$ cat config.mk
export PLATFORM = sky130hd
export DESIGN_NAME = swk_config_top
export DESIGN_NICKNAME = d
export VERILOG_FILES = /design/src/verilog/swk_pkg.sv /design/src/verilog/swk_spi_port.sv /design/src/verilog/swk_config_top.sv
export VERILOG_INCLUDE_DIRS = /design/src /design/src/verilog
export SDC_FILE = /design/constraint.sdc
export NUM_CORES = 1
export LEC_CHECK = 0
export BUFFER_PORTS_ARGS = -buffer_cell sky130_fd_sc_hd__buf_2
export CAP_MARGIN = 20
export CORE_ASPECT_RATIO = 0.75
export CORE_MARGIN = 5
export CORE_UTILIZATION = 55
export CTS_CLUSTER_SIZE = 12
export DETAILED_ROUTE_END_ITERATION = 6
export PLACE_DENSITY = 0.73
export SLEW_MARGIN = 20
export SYNTH_ARGS = -nofsm -noshare
export SYNTH_HDL_FRONTEND = slang
export SYNTH_SLANG_ARGS = --single-unit
$ cat constraint.sdc
create_clock -name sys_clk -period 13.1 [get_ports sys_clk]
set_input_delay 1.31 -clock sys_clk [delete_from_list [all_inputs] [get_ports sys_clk]]
set_output_delay 1.31 -clock sys_clk [all_outputs]
set_load 0.02 [all_outputs]
$ cat src/verilog/swk_cfg.svh
// constants of the wake-frame configuration block: offsets, fields, resets, timing
// assumes a 7-bit register address space reached by 16-bit serial frames
`ifndef SWK_CFG_SVH
`define SWK_CFG_SVH

`define ADDR_BITS        7
`define FRAME_BITS       16
`define MODE_BIT         7

`define OFS_PAYLOAD_ONE  7'h32
`define OFS_PAYLOAD_ZERO 7'h33
`define OFS_FD_CFG       7'h34
`define OFS_FINE_TRIM    7'h38
`define OFS_OPTIONS      7'h39
`define OFS_CAL_HIGH     7'h3A
`define OFS_CAL_LOW      7'h3B
`define OFS_REC_ONE      7'h3C
`define OFS_REC_TWO      7'h3D

`define RST_PAYLOAD      8'h00
`define RST_FD_CFG       8'h00
`define RST_FINE_TRIM    8'h00
`define RST_OPTIONS      8'h00
`define RST_REC_ONE      8'h04
`define RST_REC_TWO      8'h00

`define MASK_FD_CFG      8'h2F
`define MASK_OPTIONS     8'h9F
`define MASK_REC_ONE     8'h0D
`define MASK_REC_TWO     8'h03
`define MASK_REC_ONE_RS  8'h0F
`define MASK_OPT_RS      8'h9F

`define FD_EN_BIT        0
`define FD_FILT_LSB      1
`define FD_ERRCNT_BIT    5
`define OPT_RXSEL_BIT    7
`define COARSE_MSB       4
`define FINE_MSB         4
`define TEMP_LSB         5
`define REC_EN_BIT       0
`define REC_FILT_LSB     2

`define KEY_OPEN         2'h3

`define CLK_PERIOD_PS    40000
`define DOM_FILT_STEP_NS 50
`define DOM_FILT_LONG_NS 775
`define DOM_FILT_LONG    3'h7

`define TC_SHORT         6'h08
`define TC_MID           6'h10
`define TC_LONG          6'h20
`define SPACE_LONG_MIN   4'h2
`define SPACE_LONG_MAX   4'h3
`define SPACE_MID_MIN    4'h4
`define SPACE_MID_MAX    4'h8
`define SPACE_SHORT_MIN  4'h9
`define SPACE_SHORT_MAX  4'hA

`define REC_CLK_BASE_MHZ 7'h50

`endif

$ cat src/verilog/swk_pkg.sv
// types shared by the wake-frame configuration block
// assumes swk_cfg.svh holds all numeric constants
package swk_pkg;
    typedef logic [7:0] byte_t;
    typedef logic [6:0] addr_t;
    typedef enum logic [1:0] {
        PH_IDLE,
        PH_HEAD,
        PH_BODY
    } spi_phase_e;
    typedef enum logic [1:0] {
        FC_SHORT,
        FC_MID,
        FC_LONG,
        FC_ADAPT
    } filt_code_e;
endpackage

$ cat src/verilog/swk_spi_port.sv
// serial control port: 16-bit frames, lsb first, sampled in the sys_clk domain
// assumes serial clock idles low and each half period spans at least 4 sys_clk cycles
`timescale 1ns/1ps
`default_nettype none
`include "swk_cfg.svh"

module swk_spi_port (
    input  wire logic          sys_clk,
    input  wire logic          rst_n,
    input  wire logic          csN,
    input  wire logic          sclk,
    input  wire logic          sdi,
    output logic               sdo,
    output logic               sdoEn,
    output swk_pkg::addr_t     addr,
    output logic               rdLoad,
    input  wire swk_pkg::byte_t rdData,
    output logic               wrStrobe,
    output swk_pkg::byte_t     wrData
);
    swk_pkg::spi_phase_e phase_r;
    logic [15:0] frame_r;
    logic [4:0]  bitCnt_r;
    logic        sclkPrev_r;
    logic        csPrev_r;
    logic [7:0]  outShift_r;
    logic        sclkRise;
    logic        sclkFall;
    logic        csEnd;

    assign sclkRise = sclk & ~sclkPrev_r;
    assign sclkFall = ~sclk & sclkPrev_r;
    assign csEnd    = csN & ~csPrev_r;
    assign addr     = frame_r[6:0];
    assign wrData   = frame_r[15:8];

    always_ff @(posedge sys_clk or negedge rst_n) begin
        if (!rst_n) begin
            sclkPrev_r <= 1'b0;
            csPrev_r   <= 1'b1;
        end else begin
            sclkPrev_r <= sclk;
            csPrev_r   <= csN;
        end
    end

    always_ff @(posedge sys_clk or negedge rst_n) begin
        if (!rst_n) begin
            phase_r  <= swk_pkg::PH_IDLE;
            bitCnt_r <= 5'h00;
            frame_r  <= 16'h0000;
            rdLoad   <= 1'b0;
        end else begin
            rdLoad <= 1'b0;
            if (csN) begin
                phase_r  <= swk_pkg::PH_IDLE;
                bitCnt_r <= 5'h00;
            end else begin
                case (phase_r)
                    swk_pkg::PH_IDLE: begin
                        phase_r  <= swk_pkg::PH_HEAD;
                        bitCnt_r <= 5'h00;
                    end
                    swk_pkg::PH_HEAD: begin
                        if (sclkRise) begin
                            frame_r[bitCnt_r[3:0]] <= sdi;
                            bitCnt_r <= bitCnt_r + 5'h01;
                            if (bitCnt_r == 5'h07) begin
                                phase_r <= swk_pkg::PH_BODY;
                                rdLoad  <= 1'b1;
                            end
                        end
                    end
                    swk_pkg::PH_BODY: begin
                        // extra clocks past 16 bits spoil the frame count
                        if (sclkRise && bitCnt_r != 5'h11) begin
                            if (bitCnt_r < 5'h10) begin
                                frame_r[bitCnt_r[3:0]] <= sdi;
                            end
                            bitCnt_r <= bitCnt_r + 5'h01;
                        end
                    end
                    default: phase_r <= swk_pkg::PH_IDLE;
                endcase
            end
        end
    end

    // read byte leaves during the second half of the same frame
    always_ff @(posedge sys_clk or negedge rst_n) begin
        if (!rst_n) begin
            outShift_r <= 8'h00;
            sdo        <= 1'b0;
            sdoEn      <= 1'b0;
        end else begin
            sdoEn <= ~csN;
            if (csN) begin
                sdo <= 1'b0;
            end else if (rdLoad) begin
                outShift_r <= rdData;
            end else if (sclkFall && phase_r == swk_pkg::PH_BODY) begin
                sdo        <= outShift_r[0];
                outShift_r <= {1'b0, outShift_r[7:1]};
            end
        end
    end

    // only whole 16-bit frames with the mode bit set commit a write
    always_ff @(posedge sys_clk or negedge rst_n) begin
        if (!rst_n) begin
            wrStrobe <= 1'b0;
        end else begin
            wrStrobe <= csEnd && bitCnt_r == 5'h10 && frame_r[`MODE_BIT];
        end
    end
endmodule // swk_spi_port
`default_nettype wire

$ cat src/verilog/swk_config_top.sv
// wake-frame configuration registers, trimming, dominant filter and recovery setup
// assumes trim key, calibration words, soft reset and restart come from the chip core
// Summary of operation
// - payload byte registers hold full 8 bits
// - error counter stops only with flag and FD
// - dominant filter 50-350 ns steps, code 7 775
// - bit 0 enables FD tolerant mode
// - trim bits written only when key is 11
// - five fine bits give 32 monotonic steps
// - receiver select guarded by key, 1 wake receiver
// - five coarse bits, non-monotonic coarse range
// - calibration registers read only, writes ignored
// - filter code selects time constant 8,16,32
// - code 3 adapts constant to edge spacing
// - recovery enable bit 0, reset value 0x04
// - two-bit recovery input clock select
// - clock codes map to 80,40,20,10 MHz
// - reserved bits read as zero
// - restart clears upper bits, keeps clock select
`timescale 1ns/1ps
`default_nettype none
`include "swk_cfg.svh"

module swk_config_top (
    input  wire logic          sys_clk,
    input  wire logic          rst_n,
    input  wire logic          softReset,
    input  wire logic          restart,
    input  wire logic [1:0]    trimKey,
    input  wire logic [7:0]    calHigh,
    input  wire logic [7:0]    calLow,
    input  wire logic          busDominant,
    input  wire logic          edgeValid,
    input  wire logic [3:0]    edgeSpacing,
    input  wire logic          spiCsN,
    input  wire logic          spiClk,
    input  wire logic          spiDataIn,
    output logic               spiDataOut,
    output logic               spiDataOutEn,
    output logic [7:0]         payloadByteZero,
    output logic [7:0]         payloadByteOne,
    output logic               fdTolerantEnable,
    output logic               errorCounterRun,
    output logic [2:0]         dominantFilterTime,
    output logic               dominantDetected,
    output logic [4:0]         fineTrim,
    output logic [2:0]         tempCoeffTrim,
    output logic [4:0]         coarseTrim,
    output logic               receiverSelect,
    output logic               recoveryEnable,
    output logic [5:0]         filterTimeConstant,
    output logic [1:0]         oscClockSelect,
    output logic [6:0]         recoveryClockMhz
);
    swk_pkg::addr_t regAddr;
    swk_pkg::byte_t wrData;
    swk_pkg::byte_t rdData;
    logic           rdLoad;
    logic           wrStrobe;
    logic           keyOpen;

    swk_pkg::byte_t payloadZero_r;
    swk_pkg::byte_t payloadOne_r;
    swk_pkg::byte_t fdCfg_r;
    swk_pkg::byte_t fineTrim_r;
    swk_pkg::byte_t options_r;
    swk_pkg::byte_t calHigh_r;
    swk_pkg::byte_t calLow_r;
    swk_pkg::byte_t recOne_r;
    swk_pkg::byte_t recTwo_r;

    logic [4:0]     domCount_r;
    logic [4:0]     domLimit;
    logic [5:0]     adaptConst_r;
    logic [5:0]     filterTimeConstant_nxt;

    swk_spi_port serialPort (
        .sys_clk  (sys_clk),
        .rst_n    (rst_n),
        .csN      (spiCsN),
        .sclk     (spiClk),
        .sdi      (spiDataIn),
        .sdo      (spiDataOut),
        .sdoEn    (spiDataOutEn),
        .addr     (regAddr),
        .rdLoad   (rdLoad),
        .rdData   (rdData),
        .wrStrobe (wrStrobe),
        .wrData   (wrData)
    );

    assign keyOpen = (trimKey == `KEY_OPEN);

    // payload bytes: plain 8-bit storage, kept across a restart
    always_ff @(posedge sys_clk or negedge rst_n) begin
        if (!rst_n) begin
            payloadZero_r <= `RST_PAYLOAD;
            payloadOne_r  <= `RST_PAYLOAD;
        end else if (softReset) begin
            payloadZero_r <= `RST_PAYLOAD;
            payloadOne_r  <= `RST_PAYLOAD;
        end else if (wrStrobe) begin
            if (regAddr == `OFS_PAYLOAD_ZERO) begin
                payloadZero_r <= wrData;
            end
            if (regAddr == `OFS_PAYLOAD_ONE) begin
                payloadOne_r <= wrData;
            end
        end
    end

    // FD tolerance configuration; reserved positions are never stored
    always_ff @(posedge sys_clk or negedge rst_n) begin
        if (!rst_n) begin
            fdCfg_r <= `RST_FD_CFG;
        end else if (softReset) begin
            fdCfg_r <= `RST_FD_CFG;
        end else if (wrStrobe && regAddr == `OFS_FD_CFG) begin
            fdCfg_r <= wrData & `MASK_FD_CFG;
        end
    end

    // fine trim: locked writes vanish silently, no error flag exists
    always_ff @(posedge sys_clk or negedge rst_n) begin
        if (!rst_n) begin
            fineTrim_r <= `RST_FINE_TRIM;
        end else if (softReset) begin
            fineTrim_r <= `RST_FINE_TRIM;
        end else if (wrStrobe && regAddr == `OFS_FINE_TRIM && keyOpen) begin
            fineTrim_r <= wrData;
        end
    end

    // options: receiver select plus coarse trim, both behind the key;
    // a full-byte write is the only way in, so software must repeat coarse
    always_ff @(posedge sys_clk or negedge rst_n) begin
        if (!rst_n) begin
            options_r <= `RST_OPTIONS;
        end else if (softReset) begin
            options_r <= `RST_OPTIONS;
        end else if (restart) begin
            options_r <= options_r & `MASK_OPT_RS;
        end else if (wrStrobe && regAddr == `OFS_OPTIONS && keyOpen) begin
            options_r <= wrData & `MASK_OPTIONS;
        end
    end

    // calibration results follow hardware; the bus has no write path here
    always_ff @(posedge sys_clk or negedge rst_n) begin
        if (!rst_n) begin
            calHigh_r <= 8'h00;
            calLow_r  <= 8'h00;
        end else begin
            calHigh_r <= calHigh;
            calLow_r  <= calLow;
        end
    end

    // recovery control one: enable and filter code
    always_ff @(posedge sys_clk or negedge rst_n) begin
        if (!rst_n) begin
            recOne_r <= `RST_REC_ONE;
        end else if (softReset) begin
            recOne_r <= `RST_REC_ONE;
        end else if (restart) begin
            recOne_r <= recOne_r & `MASK_REC_ONE_RS;
        end else if (wrStrobe && regAddr == `OFS_REC_ONE) begin
            recOne_r <= wrData & `MASK_REC_ONE;
        end
    end

    // recovery control two: clock select survives a restart
    always_ff @(posedge sys_clk or negedge rst_n) begin
        if (!rst_n) begin
            recTwo_r <= `RST_REC_TWO;
        end else if (softReset) begin
            recTwo_r <= `RST_REC_TWO;
        end else if (restart) begin
            recTwo_r <= recTwo_r & `MASK_REC_TWO;
        end else if (wrStrobe && regAddr == `OFS_REC_TWO) begin
            recTwo_r <= wrData & `MASK_REC_TWO;
        end
    end

    // read mux; unmapped addresses answer zero
    always_comb begin
        case (regAddr)
            `OFS_PAYLOAD_ZERO: rdData = payloadZero_r;
            `OFS_PAYLOAD_ONE:  rdData = payloadOne_r;
            `OFS_FD_CFG:       rdData = fdCfg_r;
            `OFS_FINE_TRIM:    rdData = fineTrim_r;
            // receiver select hidden while the key is shut
            `OFS_OPTIONS:      rdData = {options_r[7] & keyOpen, options_r[6:0]};
            `OFS_CAL_HIGH:     rdData = calHigh_r;
            `OFS_CAL_LOW:      rdData = calLow_r;
            `OFS_REC_ONE:      rdData = recOne_r;
            `OFS_REC_TWO:      rdData = recTwo_r;
            default:           rdData = 8'h00;
        endcase
    end

    // least filter time rounded up to whole sys_clk cycles
    function automatic logic [4:0] domCycles(input logic [2:0] code);
        logic [31:0] ns;
        logic [31:0] cyc;
        ns  = (code == `DOM_FILT_LONG) ? `DOM_FILT_LONG_NS
                                       : (32'(code) + 32'd1) * `DOM_FILT_STEP_NS;
        cyc = (ns * 32'd1000 + `CLK_PERIOD_PS - 32'd1) / `CLK_PERIOD_PS;
        return cyc[4:0];
    endfunction

    assign domLimit = domCycles(fdCfg_r[`FD_FILT_LSB+2:`FD_FILT_LSB]);

    // dominant filter: a dominant level counts only once it outlasts the
    // selected time; shorter FD-phase glitches are swallowed
    always_ff @(posedge sys_clk or negedge rst_n) begin
        if (!rst_n) begin
            domCount_r       <= 5'h00;
            dominantDetected <= 1'b0;
        end else if (!busDominant || !fdCfg_r[`FD_EN_BIT]) begin
            domCount_r       <= 5'h00;
            dominantDetected <= busDominant;
        end else begin
            if (domCount_r < domLimit) begin
                domCount_r <= domCount_r + 5'h01;
            end
            dominantDetected <= (domCount_r + 5'h01 >= domLimit);
        end
    end

    // adaptive constant tracks the latest valid edge spacing of 2 to 10 bits; other spacings keep it
    always_ff @(posedge sys_clk or negedge rst_n) begin
        if (!rst_n) begin
            adaptConst_r <= `TC_MID;
        end else if (edgeValid) begin
            if (edgeSpacing >= `SPACE_LONG_MIN && edgeSpacing <= `SPACE_LONG_MAX) begin
                adaptConst_r <= `TC_LONG;
            end else if (edgeSpacing >= `SPACE_MID_MIN && edgeSpacing <= `SPACE_MID_MAX) begin
                adaptConst_r <= `TC_MID;
            end else if (edgeSpacing >= `SPACE_SHORT_MIN
                         && edgeSpacing <= `SPACE_SHORT_MAX) begin
                adaptConst_r <= `TC_SHORT;
            end
        end
    end

    always_comb begin
        case (swk_pkg::filt_code_e'(recOne_r[`REC_FILT_LSB+1:`REC_FILT_LSB]))
            swk_pkg::FC_SHORT: filterTimeConstant_nxt = `TC_SHORT;
            swk_pkg::FC_MID:   filterTimeConstant_nxt = `TC_MID;
            swk_pkg::FC_LONG:  filterTimeConstant_nxt = `TC_LONG;
            swk_pkg::FC_ADAPT: filterTimeConstant_nxt = adaptConst_r;
            default:           filterTimeConstant_nxt = `TC_MID;
        endcase
    end

    // all outputs are flopped copies so downstream sees glitch-free levels
    always_ff @(posedge sys_clk or negedge rst_n) begin
        if (!rst_n) begin
            payloadByteZero    <= `RST_PAYLOAD;
            payloadByteOne     <= `RST_PAYLOAD;
            fdTolerantEnable   <= 1'b0;
            errorCounterRun    <= 1'b1;
            dominantFilterTime <= 3'h0;
            fineTrim           <= 5'h00;
            tempCoeffTrim      <= 3'h0;
            coarseTrim         <= 5'h00;
            receiverSelect     <= 1'b0;
            recoveryEnable     <= 1'b0;
            filterTimeConstant <= `TC_MID;
            oscClockSelect     <= 2'h0;
            recoveryClockMhz   <= `REC_CLK_BASE_MHZ;
        end else begin
            payloadByteZero    <= payloadZero_r;
            payloadByteOne     <= payloadOne_r;
            fdTolerantEnable   <= fdCfg_r[`FD_EN_BIT];
            errorCounterRun    <= ~(fdCfg_r[`FD_ERRCNT_BIT] & fdCfg_r[`FD_EN_BIT]);
            dominantFilterTime <= fdCfg_r[`FD_FILT_LSB+2:`FD_FILT_LSB];
            fineTrim           <= fineTrim_r[`FINE_MSB:0];
            tempCoeffTrim      <= fineTrim_r[7:`TEMP_LSB];
            coarseTrim         <= options_r[`COARSE_MSB:0];
            receiverSelect     <= options_r[`OPT_RXSEL_BIT];
            recoveryEnable     <= recOne_r[`REC_EN_BIT];
            filterTimeConstant <= filterTimeConstant_nxt;
            oscClockSelect     <= recTwo_r[1:0];
            recoveryClockMhz   <= `REC_CLK_BASE_MHZ >> recTwo_r[1:0];
        end
    end
endmodule // swk_config_top
`default_nettype wire

==> results of run 1 <==
-- worst max-delay path: cells and delay by family, from the launching register on --
kind,cells,cell delay [ns]
AO/OA/AOI/OAI,17,4.28
AND/OR/NAND/NOR,11,2.88
buffers and inverters,3,0.48
adder cells (fa/ha/maj),10,3.60
flip-flops,1,0.57
XOR/XNOR,2,0.33
-- registers in the layout, indices dropped and copies added, names as in the netlist, 6 cells and up --
name                   cells
payloadByteOne             8
payloadZero_r              8
serialPort.outShift_r      8
payloadByteZero            8
serialPort.frame_r        16
options_r                  6
recoveryClockMhz           6
calLow_r                   8
payloadOne_r               8
calHigh_r                  8
fineTrim_r                 8
-- per-layer routing --
layer | track usage, % | vias up | wire [um]
li1 | - | 4196 | -
met1 | 39.5 | 4312 | 13200
met2 | 35.7 | 398 | 11100
met3 | 5.92 | 31 | 2460
met4 | 4.92 | 0 | 252
met5 | 0 | - | 0
-- cells in the final DEF, fill, tap and decap left out, drive strengths merged, types with 7 or more instances in the layout --
cell / n
clkbuf: 19
nand3: 40
a31oi: 15
o21ai: 46
mux2i: 31
nand2: 90
nor3: 15
xnor2: 27
or3: 10
buf: 85
a22oi: 15
mux2: 19
ha: 78
nor2: 119
fa: 14
and2: 13
dfstp: 7
nand4: 8
o211ai: 21
dfrtp: 141
nand2b: 24
a21oi: 77
o31ai: 9
a211oi: 11
nor2b: 13
a21o: 15
xor2: 21
inv: 59
o21a: 8
-- power by group --
| group | switching, mW | internal (mW) |
|---|---|---|
| Clock | 0.203 | 0.257 |
| Sequential | 0.00701 | 0.466 |
| Combinational | 0.222 | 0.140 |
| Total | 0.432 | 0.863 |
-- logic make-up after synthesis --
logic type               count (synthesis)
adder cells (fa/ha/maj)                 93
flip-flops                             148
buffers and inverters                   86
XOR/XNOR                                49
other                                    1
AO/OA/AOI/OAI                          303
AND/OR/NAND/NOR                        376
multiplexers                            50
-- cell type report --
| class | instances | share of cell area [%] |
|---|---|---|
| clock buffer | 19 | 3.88 |
| clock inverter | 13 | 0.964 |
| inverter | 53 | 1.70 |
| multi-input combinational | 876 | 55.2 |
| sequential | 148 | 31.8 |
| tap | 247 | 2.65 |
| timing repair buffer | 85 | 3.80 |
-- worst paths after layout --
check	cells past startpoint	slack, ns	to	from
max in group asynchronous	2	10.90	fineTrim[3]	rst_n
min	0	0.40	payloadByteZero[4]	payloadZero_r[4]
max reg2reg	43	0.84	domCount_r[3]	fdCfg_r[1]
min in group asynchronous	1	0.86	serialPort.sdoEn	rst_n
max	43	0.84	domCount_r[3]	fdCfg_r[1]
min reg2reg	0	0.40	payloadByteZero[4]	payloadZero_r[4]
==> flow_summary.json, run 1 <==
{
  "status": "finished, final reports clean",
  "peakVddDrop_mv": 0.0862,
  "n_fill_cell": 1598,
  "fin_util_pct": 62.7,
  "final_cell_area_sq_um": 11700,
  "finalCriticalPeriod_ns": 12.26,
  "ys.flop_type": "dfrtp_1",
  "h-tree-depth": 4,
  "numPortBuffers": 80,
  "cts-root-buf": "clkbuf_16",
  "tightest_slew_ns": 1.06,
  "hold_ws_ns": 0.397,
  "grt-ovfl-total": 0,
  "cts_tree": "done",
  "num_rows": 43,
  "path_common_cell": "ha_1",
  "setup_violations": 0,
  "place_ws_ns": 1.05,
  "rsz0062_at_grt": "no",
  "grt_pass1_vias": 8451,
  "avgSynthCellArea_sq_um": 9.48,
  "wl_per_cell_um": 18.7,
  "cts_resized": 0,
  "maxCapViolations": 0,
  "layout.nets": 1304,
  "synth_edf_count": 0,
  "slowest_stage": "dfrtp_1",
  "synth_compound_area_share_pct": 21.9,
  "setup_tns_ns": 0,
  "multi_input_area_sq_um": 6450,
  "fin_total_pwr_mw": 1.30,
  "cts_setup_buffers": 0,
  "track_usage_pct": 25.2,
  "viasPerCell": 6.20,
  "slew_violations": 0,
  "vias": 8937,
  "synth_area_leaders": "dfrtp_1 34%, ha_1 9.3%, nor2_1 4.3%, a21oi_1 3.6%, nand2_1 3.2%",
  "drive_gt1_share_pct": 15.9,
  "p_leak_nw": 5.35,
  "gp_congestion": 0.935,
  "synth_largest_area_cell": "dfrtp_1",
  "ant_nets": 0,
  "place_area_sq_um": 11100,
  "endpoint_kind": "flip-flop",
  "async_reset_ff_share_pct": 100,
  "crit_fanout": 16,
  "clock_sinks": 148,
  "ios": 85,
  "ys_seq_area_share_pct": 35.4,
  "hold_path_class": "reg -> reg",
  "synth_fa_ha_area_share_pct": 12.1,
  "clock_latency_ns": 0.42,
  "firstDrtPassIters": 5,
  "synthToLayoutAreaGrowth_pct": 11.4,
  "fmax_mhz": 81.6,
  "cts_buffers": 17,
  "drt_iter0_drc": 1058,
  "synth-xor-area-share_pct": 4.24,
  "clk_pin_slew_ns": 0.07,
  "place_inst": 1409,
  "regArea_sq_um": 3710,
  "cp.required_ns": 13.41,
  "synth_top_family_by_area": "compound AO/OA/AOI/OAI gates",
  "cts_max_path_buffers": 2,
  "clock_skew_ns": 0.00909,
  "synth_cell_types": 110,
  "syn-cell-area_sq_um": 10500,
  "dpl.hpwl_mm": 20.3,
  "grt_pass1_wl_mm": 44.7,
  "routed_wl_mm": 27.0,
  "initial_core_util_pct": 56.3,
  "synthesis.instances": 1106,
  "arrival_ns": 12.57,
  "cpPeakStageDelay_ns": 0.57,
  "synthSimpleGateAreaFrac_pct": 18.0,
  "slew_headroom_pct": 28.4,
  "dieHeight_um": 130,
  "synth_top_area_share_pct": 33.7,
  "yosysMostFrequentCell": "dfrtp_1",
  "diodes": 0,
  "core_sq_um": 18600,
  "die_w_um": 169,
  "ys_ff_latch": 148,
  "yosys_warnings": 0,
  "synthTopCellsByCount": "141 x dfrtp_1, 119 x nor2_1, 89 x nand2_1, 78 x ha_1, 76 x a21oi_1",
  "synth.area.mux_share_pct": 5.00,
  "grt_max_degree": 76,
  "power.density_nw_per_um2": 111,
  "hold_buffers": 0,
  "timing.final.hold_violations": 0,
  "antenna_found_initial": 0,
  "cp-start-kind": "flip-flop",
  "dieArea_sq_um": 21900,
  "setup_ws_ns": 0.844,
  "drcViolationCount": 0,
  "crit_type": "reg -> reg",
  "period_share_pct": 93.6,
  "instances_no_fill": 1441
}
Note: power is estimated with default switching activity, not from simulation.
==> inputs of run 2 (changes only) <==
--- a/config.mk
+++ b/config.mk
@@ -13,7 +13,8 @@
 export CORE_UTILIZATION = 55
 export CTS_CLUSTER_SIZE = 12
 export DETAILED_ROUTE_END_ITERATION = 6
-export PLACE_DENSITY = 0.73
+export PLACE_DENSITY_LB_ADDON = 0.25
+export REMOVE_ABC_BUFFERS = 1
 export SLEW_MARGIN = 20
 export SYNTH_ARGS = -nofsm -noshare
 export SYNTH_HDL_FRONTEND = slang
==> flow_summary.json, run 2 (synthesized netlist as in run 1, its figures left out) <==
{
  "holdPathEnd": "payloadByteZero[2]",
  "drcViolationCount": 0,
  "n_fill_cell": 1552,
  "routed_wl_mm": 27.5,
  "grt_max_degree": 88,
  "dieArea_sq_um": 21900,
  "dieHeight_um": 130,
  "initial_core_util_pct": 56.3,
  "synthToLayoutAreaGrowth_pct": 12.0,
  "layout_commonest_cell": "dfrtp_1",
  "largest_register_ff_count": 16,
  "most-common-layout-cells": "141 x dfrtp_1, 119 x nor2_1, 89 x nand2_1, 79 x buf_2, 78 x ha_1",
  "power.density_nw_per_um2": 114,
  "crit_fanout": 16,
  "drt_iter0_drc": 912,
  "grt_pass1_wl_mm": 44.8,
  "hold_ws_ns": 0.400,
  "cp.required_ns": 13.40,
  "arrival_ns": 12.58,
  "wl_per_cell_um": 19.1,
  "maxCapViolations": 0,
  "cts-root-buf": "clkbuf_16",
  "finalCriticalPeriod_ns": 12.28,
  "setup_violations": 0,
  "whs_path_depth": 0,
  "cts_setup_buffers": 0,
  "grt-ovfl-total": 0,
  "ant_nets": 0,
  "ios": 85,
  "grt_pass1_vias": 8429,
  "slowest_stage": "a31oi_2",
  "largest_register": "serialPort.frame_r",
  "viasPerCell": 6.27,
  "slew_violations": 0,
  "cts_max_path_buffers": 2,
  "cp-start-kind": "flip-flop",
  "firstDrtPassIters": 6,
  "num_rows": 43,
  "worstHoldStart": "payloadZero_r[2]",
  "hold_path_class": "reg -> reg",
  "r2r_start": "fdCfg_r[1]",
  "tightest_slew_ns": 1.00,
  "reg2reg_setup_slack_ns": 0.82,
  "cts_resized": 0,
  "clk_pin_slew_ns": 0.06,
  "numPortBuffers": 80,
  "crit_type": "reg -> reg",
  "track_usage_pct": 25.2,
  "path_common_cell": "ha_1",
  "fmax_mhz": 81.4,
  "layout.nets": 1306,
  "setup_tns_ns": 0,
  "period_share_pct": 93.7,
  "peakVddDrop_mv": 0.0758,
  "reg2reg_depth": 43,
  "timing.final.hold_violations": 0,
  "gp_congestion": 0.941,
  "endpoint_kind": "flip-flop",
  "clock_skew_ns": 0.0116,
  "vias": 9048,
  "cts_buffers": 17,
  "clock_latency_ns": 0.41,
  "slew_headroom_pct": 32.8,
  "rsz0062_at_grt": "no",
  "antenna_found_initial": 0,
  "core_sq_um": 18600,
  "die_w_um": 169,
  "cpPeakStageDelay_ns": 0.59,
  "cts_tree": "done",
  "diodes": 0,
  "reg2reg_to": "domCount_r[4]",
  "clock_sinks": 148,
  "cp-startpoint": "fdCfg_r[1]",
  "hold_buffers": 0,
  "drive_gt1_share_pct": 15.9,
  "dpl.hpwl_mm": 20.4,
  "status": "finished, final reports clean",
  "p_leak_nw": 5.39,
  "h-tree-depth": 4
}
run 2: routing by layer:
layer / track usage, % / wire length [um]
met1: 40.4 / 13400
met2: 36.1 / 11500
met3: 3.90 / 2310
met4: 4.92 / 350
met5: 0 / 0
run 2: power breakdown:
| part | internal (mW) | switching [mW] | leakage, nW |
|---|---|---|---|
| registers | 0.466 | 0.00675 | 1.98 |
| clock network | 0.313 | 0.195 | 0.297 |
| logic | 0.140 | 0.222 | 3.11 |
run 2: worst max-delay path: cells and delay by family (launching register included):
kind	cells	cell delay, ns
AO/OA/AOI/OAI	18	4.41
adder cells (fa/ha/maj)	10	3.59
AND/OR/NAND/NOR	10	2.78
flip-flops	1	0.56
buffers and inverters	3	0.48
XOR/XNOR	2	0.31
run 2: how the worst max path moves through the flow:
stage                          endpoint  slack [ns]  cells past startpoint
after floorplan           domCount_r[3]        2.46                     43
after global placement    domCount_r[3]        1.24                     43
after detailed placement  domCount_r[3]        1.06                     43
after CTS                 domCount_r[3]        1.03                     43
after global routing      domCount_r[4]        0.09                     43
final                     domCount_r[4]        0.82                     43
run 2: final cells by class:
class,count,area [sq um],area share (%)
clock inverter,13,170,1.45
timing repair buffer,87,459,3.91
clock buffer,19,453,3.86
multi-input combinational,876,6440,54.8
sequential,148,3710,31.6
tap,247,309,2.63
inverter,53,199,1.69
run 2: per-stage QoR:
| step | cells | worst slack (ns) | cell area, sq um | util (%) | total power, mW |
|---|---|---|---|---|---|
| after floorplan | 1077 | 2.46 | 10300 | - | 0.754 |
| after global placement | 1411 | 1.24 | 11100 | 59.7 | 0.832 |
| after detailed placement | 1411 | 1.06 | 11100 | 59.7 | 0.834 |
| after CTS | 1443 | 1.03 | 11700 | 63.1 | 1.34 |
| after global routing | 1443 | 0.0879 | 11700 | 63.1 | 1.41 |
| final | 1443 | 0.820 | 11700 | 63.1 | 1.34 |
==> inputs of run 3 (changes only) <==
--- a/config.mk
+++ b/config.mk
@@ -13,7 +13,9 @@
 export CORE_UTILIZATION = 55
 export CTS_CLUSTER_SIZE = 12
 export DETAILED_ROUTE_END_ITERATION = 6
+export HOLD_SLACK_MARGIN = 0.02
 export PLACE_DENSITY_LB_ADDON = 0.25
+export RECOVER_POWER = 25
 export REMOVE_ABC_BUFFERS = 1
 export SLEW_MARGIN = 20
 export SYNTH_ARGS = -nofsm -noshare
==> flow_summary.json, run 3 (synthesized netlist as in run 1, its figures left out) <==
{
  "status": "complete, but fails checks",
  "violations": "capacitance limit, slew limit",
  "routed_wl_mm": 27.5,
  "die_w_um": 169,
  "setup_violations": 0,
  "finalCriticalPeriod_ns": 12.22,
  "path_common_cell": "ha_1",
  "worstHoldStart": "payloadZero_r[2]",
  "cts_buffers": 17,
  "drt_iter0_drc": 935,
  "largest_register_ff_count": 16,
  "crit_type": "reg -> reg",
  "layout_commonest_cell": "dfrtp_1",
  "cts_resized": 0,
  "crit_fanout": 16,
  "grt-ovfl-total": 0,
  "clock_sinks": 148,
  "drcViolationCount": 0,
  "ios": 85,
  "largest_register": "serialPort.frame_r",
  "drive_gt1_share_pct": 15.2,
  "slew_headroom_pct": -193,
  "r2r_start": "fdCfg_r[1]",
  "grt_pass1_wl_mm": 44.8,
  "fmax_mhz": 81.9,
  "fin_util_pct": 63.0,
  "setup_ws_ns": 0.883,
  "dieHeight_um": 130,
  "reg2reg_setup_slack_ns": 0.88,
  "vias": 9019,
  "antenna_found_initial": 0,
  "whs_path_depth": 0,
  "firstDrtPassIters": 6,
  "hold_buffers": 0,
  "grt_pass1_vias": 8429,
  "peakVddDrop_mv": 0.0757,
  "cts_max_path_buffers": 2,
  "cts-root-buf": "clkbuf_16",
  "dpl.hpwl_mm": 20.4,
  "clock_latency_ns": 0.41,
  "diodes": 0,
  "slowest_stage": "a31oi_2",
  "cp-start-kind": "flip-flop",
  "h-tree-depth": 4,
  "arrival_ns": 12.51,
  "num_rows": 43,
  "power.density_nw_per_um2": 114,
  "ant_nets": 0,
  "grt_max_degree": 88,
  "holdPathEnd": "payloadByteZero[2]",
  "maxCapViolations": 1,
  "clock_skew_ns": 0.0108,
  "reg2reg_depth": 43,
  "cp.required_ns": 13.40,
  "clk_pin_slew_ns": 0.06,
  "viasPerCell": 6.25,
  "numPortBuffers": 80,
  "core_sq_um": 18600,
  "track_usage_pct": 25.2,
  "endpoint_kind": "flip-flop",
  "period_share_pct": 93.3,
  "most-common-layout-cells": "141 x dfrtp_1, 119 x nor2_1, 89 x nand2_1, 78 x ha_1, 76 x a21oi_1",
  "initial_core_util_pct": 56.3,
  "p_leak_nw": 5.37,
  "rsz0062_at_grt": "no",
  "dieArea_sq_um": 21900,
  "cpPeakStageDelay_ns": 0.59,
  "timing.final.hold_violations": 0,
  "wl_per_cell_um": 19.1,
  "layout.nets": 1306,
  "tightest_slew_ns": 4.40,
  "cts_tree": "done",
  "cts_setup_buffers": 0,
  "synthToLayoutAreaGrowth_pct": 11.9,
  "reg2reg_to": "domCount_r[4]",
  "setup_tns_ns": 0,
  "gp_congestion": 0.941,
  "slew_violations": 88,
  "place_ws_ns": 1.06,
  "hold_path_class": "reg -> reg"
}
## run 3: cell count changes in the layout (fill, tap and decap cells not counted), sizes merged
cell / previous run / this run
buf: 87 / 80
clkbuf: 19 / 26
## run 3: worst max-delay path: cells and delay by family, from the launching register on
| kind | cells | cell delay (ns) |
|---|---|---|
| buffers and inverters | 3 | 0.48 |
| adder cells (fa/ha/maj) | 10 | 3.59 |
| flip-flops | 1 | 0.57 |
| AO/OA/AOI/OAI | 18 | 4.39 |
| AND/OR/NAND/NOR | 10 | 2.73 |
| XOR/XNOR | 2 | 0.31 |
## run 3: per-layer routing
metal | share of wire [%] | vias up | track usage, %
met1 | 49 | 4394 | 40.4
li1 | - | 4206 | -
met5 | 0 | - | 0
met3 | 8.2 | 29 | 3.90
met2 | 42 | 390 | 36.1
met4 | 1.2 | 0 | 4.92
## run 3: how the worst max path moves through the flow
| stage | endpoint | cells after the start | startpoint |
|---|---|---|---|
| 2_1_floorplan | domCount_r[3] | 43 | fdCfg_r[1] |
| 3_3_place_gp | domCount_r[3] | 43 | fdCfg_r[1] |
| 4_1_cts | domCount_r[3] | 43 | fdCfg_r[1] |
| 6_report | domCount_r[4] | 43 | fdCfg_r[1] |
| 5_1_grt | domCount_r[4] | 43 | fdCfg_r[1] |
| 3_5_place_dp | domCount_r[3] | 43 | fdCfg_r[1] |
## run 3: layout make-up
class                      count  area, sq um
clock inverter                13          170
clock buffer                  19          453
tap                          247          309
timing repair buffer          87          444
multi-input combinational    876         6440
fill                        1555         6890
sequential                   148         3710
inverter                      53          199
## run 3: report_power, final
group	internal, mW	total (mW)	switching, mW
Combinational	0.139	0.362	0.223
Clock	0.313	0.507	0.194
Sequential	0.466	0.473	0.00678
## run 3: through the flow
step           total power, mW  instance area, sq um  hold WS, ns  instances
2_1_floorplan            0.754                 10300        0.372       1077
3_3_place_gp             0.832                 11100        0.383       1411
3_5_place_dp             0.834                 11100        0.385       1411
4_1_cts                   1.34                 11700        0.399       1443
5_1_grt                   1.41                 11700        0.405       1443
6_report                  1.34                 11700        0.399       1443
